<file path="src/rtc_pkg.sv">
// Shared constants for the real time clock block and its bus controller
//
// Overview of operation
// - Two 16-bit counter halves advance each tick.
// - Counters keep running during power down.
// - No reset touches counters or clock registers.
// - Only extension bus writes force counter values.
// - Counter writes accepted only while switch-off set.
// - Writes load halves directly; reads return live.
// - Counting continues unless switch-off bit stops it.
// - Counter equal to alarm raises alarm flag.
// - Alarm registers writable at any time.
// - Tick drives port line 10, alarm 11.
// - Both request lines are rising-edge active.
// - Channel 3 edge field governs alarm, 2 tick.
// - Source field: pin, alternate, OR, AND.
// - Clock requests are alternate sources 2, 3.
// - Tick/alarm use shared interrupt control registers.
// - Switch-off stops dividers, unlocks writes, oscillator off in power down.
// - Tick from 20-bit reload divider after /64.
// - Control register flags; lines need enable bit.
`default_nettype none
package rtc_pkg;
  localparam int XA_W = 16;               // Extension bus address width
  localparam int XD_W = 16;               // Extension bus data width
  localparam int P2_W = 2;                // Port 2 lines 10 and 11
  localparam int AXI_AW = 4;              // Controller AXI address width
  // Extension bus register offsets
  localparam logic [15:0] CTRL_OFS   = 16'hec00;
  localparam logic [15:0] PRE_L_OFS  = 16'hec04;
  localparam logic [15:0] PRE_H_OFS  = 16'hec06;
  localparam logic [15:0] DIV_L_OFS  = 16'hec0a;
  localparam logic [15:0] DIV_H_OFS  = 16'hec0c;
  localparam logic [15:0] CNT_L_OFS  = 16'hec0e;
  localparam logic [15:0] CNT_H_OFS  = 16'hec10;
  localparam logic [15:0] ALM_L_OFS  = 16'hec12;
  localparam logic [15:0] ALM_H_OFS  = 16'hec14;
  localparam logic [15:0] EDGE_OFS   = 16'hf1c0;
  localparam logic [15:0] SEL_OFS    = 16'hf10a;
  localparam logic [15:0] TICK_IC_OFS  = 16'hff8c;
  localparam logic [15:0] ALARM_IC_OFS = 16'hff8e;
  // Clock control register fields
  localparam int OFF_BIT = 7;
  localparam int AEN_BIT = 3;
  localparam int AIR_BIT = 2;
  localparam int SEN_BIT = 1;
  localparam int SIR_BIT = 0;
  localparam logic [7:0] CTRL_MASK = 8'h8f;
  localparam logic [7:0] CTRL_RST  = 8'h00;
  // Interrupt control register fields
  localparam int IR_BIT = 7;
  localparam int IE_BIT = 6;
  localparam logic [7:0] IC_RST = 8'h00;
  localparam logic [15:0] SEL_RST  = 16'h0000;
  localparam logic [15:0] EDGE_RST = 16'h0000;
  // Fast interrupt channels fed by the clock
  localparam int TICK_CH  = 2;
  localparam int ALARM_CH = 3;
  // Source and edge codes
  localparam logic [1:0] SRC_PIN = 2'b00;
  localparam logic [1:0] SRC_ALT = 2'b01;
  localparam logic [1:0] SRC_OR  = 2'b10;
  localparam logic [1:0] SRC_AND = 2'b11;
  localparam logic [1:0] EDGE_OFF  = 2'b00;
  localparam logic [1:0] EDGE_RISE = 2'b01;
  localparam logic [1:0] EDGE_FALL = 2'b10;
  // Divider chain
  localparam int PRE_W = 20;
  localparam logic [5:0] PREDIV_LAST = 6'h3f;  // Fixed divide by 64
  // Controller register map
  localparam logic [3:0] C_CMD_OFS  = 4'h0;
  localparam logic [3:0] C_WD_OFS   = 4'h4;
  localparam logic [3:0] C_STAT_OFS = 4'h8;
  localparam logic [3:0] C_RD_OFS   = 4'hc;
  localparam int CMD_WE_BIT = 16;
  localparam logic [1:0] RESP_OKAY   = 2'b00;
  localparam logic [1:0] RESP_SLVERR = 2'b10;
endpackage
`default_nettype wire

</file>
<file path="src/rtc_internal_extension_bus_if.sv">
// Extension bus between the bus controller and the clock block
`default_nettype none
interface rtc_internal_extension_bus_if;
  logic        req;    // Request, held until ack
  logic        we;     // Write when high
  logic [15:0] addr;   // Register offset
  logic [15:0] wdata;  // Write data
  logic [15:0] rdata;  // Read data, valid with ack
  logic        ack;    // One-cycle answer
  modport dev  (input req, we, addr, wdata, output rdata, ack);
  modport host (output req, we, addr, wdata, input rdata, ack);
endinterface
`default_nettype wire

</file>
<file path="src/rtc_device.sv">
// Real time clock counters, alarm and port 2 fast interrupt routing
`default_nettype none
module rtc_device (
  input  wire logic                     ref_clk_i,     // 125 MHz CPU clock
  input  wire logic                     rst_i,         // Async reset, high
  rtc_internal_extension_bus_if.dev                       internal_extension_bus,          // Register access
  input  wire logic [rtc_pkg::P2_W-1:0] p2_pin_i,      // Port 2 pins 10, 11
  input  wire logic                     power_down_i,  // Chip in power down
  output logic                          osc_off_o,     // Oscillator shut off
  output logic                          tick_line_o,   // Tick request line
  output logic                          alarm_line_o,  // Alarm request line
  output logic                          tick_irq_o,    // Fast irq 2 to CPU
  output logic                          alarm_irq_o    // Fast irq 3 to CPU
);
  import rtc_pkg::*;

  // Pick the channel input from pin and alternate source
  function automatic logic src_pick(input logic [1:0] sel, input logic pin, input logic alt);
    case (sel)
      SRC_PIN: src_pick = pin;
      SRC_ALT: src_pick = alt;
      SRC_OR:  src_pick = pin | alt;
      default: src_pick = pin & alt;
    endcase
  endfunction

  // Edge detector according to a 2-bit edge field
  function automatic logic edge_hit(input logic [1:0] es, input logic prev, input logic cur);
    case (es)
      EDGE_OFF:  edge_hit = 1'b0;
      EDGE_RISE: edge_hit = cur & ~prev;
      EDGE_FALL: edge_hit = prev & ~cur;
      default:   edge_hit = cur ^ prev;
    endcase
  endfunction

  // State with a reset value
  logic [7:0]      ctrl_q, ctrl_d;
  logic [7:0]      tick_ic_q, tick_ic_d;
  logic [7:0]      alarm_ic_q, alarm_ic_d;
  logic [15:0]     sel_q, sel_d;
  logic [15:0]     edge_q, edge_d;
  logic [P2_W-1:0] src_prev_q, src_prev_d;
  logic            tick_line_q, tick_line_d;
  logic            alarm_line_q, alarm_line_d;
  logic            ack_q, ack_d;
  logic [15:0]     rdata_q, rdata_d;
  logic [5:0]      pre_q, pre_d;
  // Clock registers, deliberately without reset
  logic [PRE_W-1:0] presc_q, presc_d;
  logic [PRE_W-1:0] div_q, div_d;
  logic [31:0]      cnt_q, cnt_d;
  logic [31:0]      alm_q, alm_d;
  // Decoded strobes and events
  logic            wr, rd, run, pre_tick, tick, alarm_evt;
  logic [31:0]     cnt_inc;
  logic [P2_W-1:0] src_now, hit;

  assign wr = internal_extension_bus.req & internal_extension_bus.we & ~ack_q;
  assign rd = internal_extension_bus.req & ~internal_extension_bus.we & ~ack_q;
  assign run = ~ctrl_q[OFF_BIT];
  assign pre_tick = run && (pre_q == PREDIV_LAST);
  assign tick = pre_tick && (div_q <= PRE_W'(1));
  assign cnt_inc = cnt_q + 32'h0000_0001;
  assign alarm_evt = tick && (cnt_inc == alm_q);

  // Channel inputs: tick on line 10 (channel 2), alarm on line 11 (channel 3)
  assign src_now[0] = src_pick(sel_q[2*TICK_CH +: 2], p2_pin_i[0], tick_line_q);
  assign src_now[1] = src_pick(sel_q[2*ALARM_CH +: 2], p2_pin_i[1], alarm_line_q);
  assign hit[0] = edge_hit(edge_q[2*TICK_CH +: 2], src_prev_q[0], src_now[0]);
  assign hit[1] = edge_hit(edge_q[2*ALARM_CH +: 2], src_prev_q[1], src_now[1]);

  // Clock chain runs unless switched off; power down does not gate it
  always_comb begin
    presc_d = presc_q;
    div_d   = div_q;
    cnt_d   = cnt_q;
    alm_d   = alm_q;
    // Counting halts while switched off, so counter and prescale writes never race a tick
    if (tick) begin
      div_d = presc_q;
      cnt_d = cnt_inc;
    end else if (pre_tick) begin
      div_d = div_q - PRE_W'(1);
    end
    if (wr && ctrl_q[OFF_BIT]) begin
      case (internal_extension_bus.addr)
        CNT_L_OFS: cnt_d[15:0]  = internal_extension_bus.wdata;
        CNT_H_OFS: cnt_d[31:16] = internal_extension_bus.wdata;
        PRE_L_OFS: begin
          presc_d[15:0] = internal_extension_bus.wdata;
          div_d = {presc_q[19:16], internal_extension_bus.wdata};                    // New prescale reloads
        end
        PRE_H_OFS: begin
          presc_d[19:16] = internal_extension_bus.wdata[3:0];
          div_d = {internal_extension_bus.wdata[3:0], presc_q[15:0]};
        end
        default: ;
      endcase
    end
    if (wr) begin
      case (internal_extension_bus.addr)
        ALM_L_OFS: alm_d[15:0]  = internal_extension_bus.wdata;
        ALM_H_OFS: alm_d[31:16] = internal_extension_bus.wdata;
        default: ;
      endcase
    end
  end

  // No reset here: system reset must leave the time intact
  always_ff @(posedge ref_clk_i) begin
    presc_q <= presc_d;
    div_q   <= div_d;
    cnt_q   <= cnt_d;
    alm_q   <= alm_d;
  end

  // Control, routing and bus answer
  always_comb begin
    ctrl_d       = ctrl_q;
    tick_ic_d    = tick_ic_q;
    alarm_ic_d   = alarm_ic_q;
    sel_d        = sel_q;
    edge_d       = edge_q;
    pre_d        = run ? pre_q + 6'h01 : pre_q;
    ack_d        = internal_extension_bus.req & ~ack_q;
    rdata_d      = rdata_q;
    src_prev_d   = src_now;
    // Single-cycle pulses give exactly one rising edge per event
    tick_line_d  = tick && ctrl_q[SEN_BIT];
    alarm_line_d = alarm_evt && ctrl_q[AEN_BIT];
    if (wr) begin
      case (internal_extension_bus.addr)
        CTRL_OFS:     ctrl_d     = internal_extension_bus.wdata[7:0] & CTRL_MASK;
        TICK_IC_OFS:  tick_ic_d  = internal_extension_bus.wdata[7:0];
        ALARM_IC_OFS: alarm_ic_d = internal_extension_bus.wdata[7:0];
        SEL_OFS:      sel_d      = internal_extension_bus.wdata;
        EDGE_OFS:     edge_d     = internal_extension_bus.wdata;
        default: ;
      endcase
    end
    // Hardware sets win over a software clear in the same cycle
    if (tick) begin
      ctrl_d[SIR_BIT] = 1'b1;
    end
    if (alarm_evt) begin
      ctrl_d[AIR_BIT] = 1'b1;
    end
    if (hit[0]) begin
      tick_ic_d[IR_BIT] = 1'b1;
    end
    if (hit[1]) begin
      alarm_ic_d[IR_BIT] = 1'b1;
    end
    if (rd) begin
      case (internal_extension_bus.addr)
        CTRL_OFS:     rdata_d = {8'h00, ctrl_q};
        PRE_L_OFS:    rdata_d = presc_q[15:0];
        PRE_H_OFS:    rdata_d = {12'h000, presc_q[19:16]};
        DIV_L_OFS:    rdata_d = div_q[15:0];
        DIV_H_OFS:    rdata_d = {12'h000, div_q[19:16]};
        CNT_L_OFS:    rdata_d = cnt_q[15:0];
        CNT_H_OFS:    rdata_d = cnt_q[31:16];
        ALM_L_OFS:    rdata_d = alm_q[15:0];
        ALM_H_OFS:    rdata_d = alm_q[31:16];
        EDGE_OFS:     rdata_d = edge_q;
        SEL_OFS:      rdata_d = sel_q;
        TICK_IC_OFS:  rdata_d = {8'h00, tick_ic_q};
        ALARM_IC_OFS: rdata_d = {8'h00, alarm_ic_q};
        default:      rdata_d = 16'h0000;                          // Unmapped reads zero
      endcase
    end
  end

  always_ff @(posedge ref_clk_i or posedge rst_i) begin
    if (rst_i) begin
      ctrl_q       <= CTRL_RST;
      tick_ic_q    <= IC_RST;
      alarm_ic_q   <= IC_RST;
      sel_q        <= SEL_RST;
      edge_q       <= EDGE_RST;
      pre_q        <= 6'h00;
      ack_q        <= 1'b0;
      rdata_q      <= 16'h0000;
      src_prev_q   <= '0;
      tick_line_q  <= 1'b0;
      alarm_line_q <= 1'b0;
    end else begin
      ctrl_q       <= ctrl_d;
      tick_ic_q    <= tick_ic_d;
      alarm_ic_q   <= alarm_ic_d;
      sel_q        <= sel_d;
      edge_q       <= edge_d;
      pre_q        <= pre_d;
      ack_q        <= ack_d;
      rdata_q      <= rdata_d;
      src_prev_q   <= src_prev_d;
      tick_line_q  <= tick_line_d;
      alarm_line_q <= alarm_line_d;
    end
  end

  // Outputs
  assign internal_extension_bus.ack     = ack_q;
  assign internal_extension_bus.rdata   = rdata_q;
  assign osc_off_o    = ctrl_q[OFF_BIT] & power_down_i;
  assign tick_line_o  = tick_line_q;
  assign alarm_line_o = alarm_line_q;
  assign tick_irq_o   = tick_ic_q[IR_BIT] & tick_ic_q[IE_BIT];
  assign alarm_irq_o  = alarm_ic_q[IR_BIT] & alarm_ic_q[IE_BIT];
endmodule // rtc_device
`default_nettype wire

</file>
<file path="src/flat_wrapper.sv">
// flat-port wrapper written by rule: the top's interface ports become plain ports
module rtc_device_flat import rtc_pkg::*;
  (ref_clk_i, rst_i, p2_pin_i, power_down_i, osc_off_o, tick_line_o, alarm_line_o, tick_irq_o, alarm_irq_o, internal_extension_bus_req, internal_extension_bus_we, internal_extension_bus_addr, internal_extension_bus_wdata, internal_extension_bus_rdata, internal_extension_bus_ack);
  rtc_internal_extension_bus_if internal_extension_bus_i ();
  input  wire logic ref_clk_i;
  input  wire logic rst_i;
  input  wire logic [rtc_pkg::P2_W-1:0] p2_pin_i;
  input  wire logic power_down_i;
  output logic osc_off_o;
  output logic tick_line_o;
  output logic alarm_line_o;
  output logic tick_irq_o;
  output logic alarm_irq_o;
  input wire logic [$bits(internal_extension_bus_i.req)-1:0] internal_extension_bus_req;
  input wire logic [$bits(internal_extension_bus_i.we)-1:0] internal_extension_bus_we;
  input wire logic [$bits(internal_extension_bus_i.addr)-1:0] internal_extension_bus_addr;
  input wire logic [$bits(internal_extension_bus_i.wdata)-1:0] internal_extension_bus_wdata;
  output wire logic [$bits(internal_extension_bus_i.rdata)-1:0] internal_extension_bus_rdata;
  output wire logic [$bits(internal_extension_bus_i.ack)-1:0] internal_extension_bus_ack;
  assign internal_extension_bus_i.req = internal_extension_bus_req;
  assign internal_extension_bus_i.we = internal_extension_bus_we;
  assign internal_extension_bus_i.addr = internal_extension_bus_addr;
  assign internal_extension_bus_i.wdata = internal_extension_bus_wdata;
  assign internal_extension_bus_rdata = internal_extension_bus_i.rdata;
  assign internal_extension_bus_ack = internal_extension_bus_i.ack;
  rtc_device u_core (.ref_clk_i(ref_clk_i), .rst_i(rst_i), .internal_extension_bus(internal_extension_bus_i), .p2_pin_i(p2_pin_i), .power_down_i(power_down_i), .osc_off_o(osc_off_o), .tick_line_o(tick_line_o), .alarm_line_o(alarm_line_o), .tick_irq_o(tick_irq_o), .alarm_irq_o(alarm_irq_o));
endmodule
</file>
<file path="config.mk">
export PLATFORM = sky130hd
export DESIGN_NAME = rtc_device_flat
export DESIGN_NICKNAME = d
export VERILOG_FILES = /design/src/rtc_pkg.sv /design/src/rtc_internal_extension_bus_if.sv /design/src/rtc_device.sv /design/src/flat_wrapper.sv
export SDC_FILE = /design/constraint.sdc
export NUM_CORES = 1
export LEC_CHECK = 0
export BUFFER_PORTS_ARGS = -buffer_cell sky130_fd_sc_hd__buf_2
export CAP_MARGIN = 20
export CORE_MARGIN = 2
export CORE_UTILIZATION = 30
export CTS_BUF_LIST = sky130_fd_sc_hd__clkbuf_4
export DETAILED_ROUTE_END_ITERATION = 8
export REMOVE_ABC_BUFFERS = 1
export SLEW_MARGIN = 20
export SYNTH_ARGS = -nofsm -noshare
export SYNTH_HDL_FRONTEND = slang
export SYNTH_SLANG_ARGS = --single-unit
</file>
<file path="constraint.sdc">
create_clock -name ref_clk_i -period 4.5 [get_ports ref_clk_i]
set_input_delay 0.9 -clock ref_clk_i [delete_from_list [all_inputs] [get_ports ref_clk_i]]
set_output_delay 0.9 -clock ref_clk_i [all_outputs]
set_load 0.01 [all_outputs]
</file>
==> run metrics <==
number of max-cap violations=0; CORE AREA=~31000 um2; Post-CTS Resized=0; Total Routing Usage GR=about 18%; clk_lat worst skew=between 0.6 and 0.7 ns; commonest non-fill, non-tap cell in the layout=nand2_1; RSZ-0062 raised after global routing=false; synth warn=0; worst-path fanout max=7; layout cells sized above 1=18.4%; post-CTS setup buffer count=0; TritonCTS clock tree=yes; Tot Pwr=approximately 3.5 mW; Startpoint Class=register; syn avg cell area=10.1 um2; Leak=about 4.4 nW; Max Root-Sink Buffers=2; clock sink count=roughly 180; CTS H-tree depth=4; CTS Buf Count=17; Synth Register Bits=roughly 180; min Tclk post-route=3.73 ns; Clk pin slew, worst setup/hold paths=approximately 0.17 ns; slew margin rel.=~38%; sequential area share after synthesis=about 48%; commonest cells after routing, fill and taps aside=nand2_1 (104), nor2_1 (83), dfrtp_1 (80); number of flops mapped to enable cells by yosys=between 50 and 60; most common flop cell mapped by yosys=dfrtp_1; vias in the first global route=roughly 7600; critical path class=register to register; arrival time at the worst endpoint=roughly 4.3 ns; via/cell ratio=between 5 and 6; Worst R2R Start=u_core.cnt_q[12]$_DFF_P_; final setup vio count=0; Initial Util=between 30% and 40%; WP data required=between 5 and 6 ns; DRC viols=0; slew of the pin with the lowest slew margin=about 0.93 ns; Placer Congestion=around 0.88; antenna violations before repair=2; die footprint=between 30000 and 40000 um2; setup_tns=0 ns; Layout Cells excl Fill=between 1000 and 1500; routed length per instance=between 20 and 25 um; Nets=1045; Syn Inst Count=952; largest net degree at the start of global routing=45; vias=approximately 7700; Layout area overhead=11.5%; die height=~180 um; Mapped Area=9570 um2; FF/Latch Area=4600 um2; area occupied by multi-input gates=4720 um2; Tcrit/Tclk final=between 80 and 90%; Highest Signal Layer=met4; io pins=61; M1 WL=around 13000 um; Final Skew=about 0.037 ns; first-pass GRT wire length=around 45000 um; PwrDens=~330 nW/um2; row cnt=65; crit path launch=u_core.cnt_q[12]$_DFF_P_; drt first pass iters=7; Async SR Flop Fraction=between 40% and 50%; Min-Delay Path Class=primary input to asynchronous set/reset pin; Met2 Wirelength=approximately 14000 um; cts hold-fix bufs=0; unique cell type count in the Yosys netlist=63; Setup crit end kind=register; hpwl dp=21200 um; Die W=roughly 180 um; GRT overflow=0; Final Util=about a third; # port buffers=60; placed cell count=around 1400; achievable frequency=268 MHz; met3 WL=1970 um; Peak VDD IR=0.150 mV; drt total wl=between 20000 and 30000 um; clock root cell=clkbuf_4; Max Transition Viols Final=0; Hold Fails Final Rpt=0; Iteration-0 DRC Markers=slightly above 900; outcome=finished, final reports clean; Detail Route Antenna Nets=0; fill count=3154
==> per-stage QoR <==
| stage | worst slack, ns | instance area, um2 | hold slack (ns) |
|---|---|---|---|
| floorplan | 0.434 | 9330 | 0.455 |
| global placement | 0.839 | 10400 | 0.457 |
| detailed placement | 0.853 | 10400 | 0.471 |
| CTS | 0.832 | 10600 | 0.394 |
| global route | 0.659 | 10700 | 0.440 |
| finish | 0.769 | 10700 | 0.404 |
==> cell usage after synthesis, types with 8 or more instances <==
cell type  number  share of area, %
a22oi_1        31               2.4
and3_1          8              0.52
ha_1            8               1.0
clkbuf_1       39               1.5
nand4_1        22               1.4
a221oi_1       17               1.6
nor4_1         23               1.5
o21ai_0        15              0.78
edfxtp_1       52                16
nor3_1         29               1.5
nor2_1         83               3.3
a22o_1         15               1.4
mux2_2         51               6.0
o21a_1          8              0.63
or3_1           8              0.52
a222oi_1       21               2.2
nand3_1        20               1.0
inv_1          14              0.55
nor2b_1         8              0.52
nand2_1       104               4.1
dfrtp_1        80                21
a21oi_1        42               2.2
xor2_1         45               4.1
dfxtp_1        52                11
mux2i_1         9              0.94
buf_2          11              0.58
xnor2_1        53               4.9
==> path summary, 6_finish.rpt <==
path / to / slack (ns) / cells past startpoint
hold reg to reg: u_core.pre_q[5]$_DFFE_PP0N_ / 0.50 / 1
max in group asynchronous: u_core.sel_q[9]$_DFFE_PP0P_ / 3.10 / 3
setup / recovery: u_core.alarm_line_o$_DFF_PP0_ / 0.77 / 8
min in group ref_clk_i: u_core.pre_q[5]$_DFFE_PP0N_ / 0.50 / 1
hold / removal: u_core.tick_ic_q[0]$_DFFE_PP0P_ / 0.40 / 2
setup reg to reg: u_core.alarm_line_o$_DFF_PP0_ / 0.77 / 8
==> power breakdown <==
part	switching, mW	internal (mW)	leakage, nW
sequential	0.125	1.80	1.95
combinational	0.365	0.261	2.31
clock	0.608	0.360	0.162
==> state kept, by name (all words and copies together) (netlist names) <==
signal / flops
u_core.alarm_ic_q: 8
u_core.ctrl_q: 5
u_core.edge_q: 16
u_core.internal_extension_bus.rdata: 16
u_core.alm_q: 32
u_core.sel_q: 16
u_core.presc_q: 20
u_core.tick_line_o: 1
u_core.cnt_q: 32
u_core.pre_q: 6
u_core.internal_extension_bus.ack: 1
u_core.div_q: 20
u_core.tick_ic_q: 8
u_core.alarm_line_o: 1
u_core.src_prev_q: 2
==> metal layers <==
layer / global-route usage, % / up-vias
met3: 3.49 / 48
met5: 0 / -
met2: 28.7 / 307
li1: - / 3602
met1: 23.6 / 3792
met4: 7.13 / 0
==> cell families after synthesis <==
family                     synth area share (%)
adders and majority gates                  1.05
xor gates and xnor gates                   9.14
muxes                                      6.94
buffers and inverters                      3.03
and+or+nand+nor                            18.4
AOI/OAI and AO/OA                          13.3
DFF                                        48.1
==> final cells by class <==
cell class	instances	area share (%)
Antenna cell	2	0.0469
Tap cell	402	4.71
Clock inverter	12	1.33
Inverter	14	0.504
Clock buffer	20	1.41
Sequential cell	184	43.2
Timing Repair Buffer	84	4.57
Multi-Input combinational cell	697	44.3
==> worst max-delay path, cell delays in order (launching register included) <==
cell	delay (ns)
dfxtp_1	0.50
nand4_1	0.27
or2_1	0.35
a2111oi_0	0.72
o2111ai_1	0.20
or3_1	0.36
or4_1	0.50
or4_1	0.62
nor2_1	0.12
Note: power is estimated with default switching activity, not from simulation.
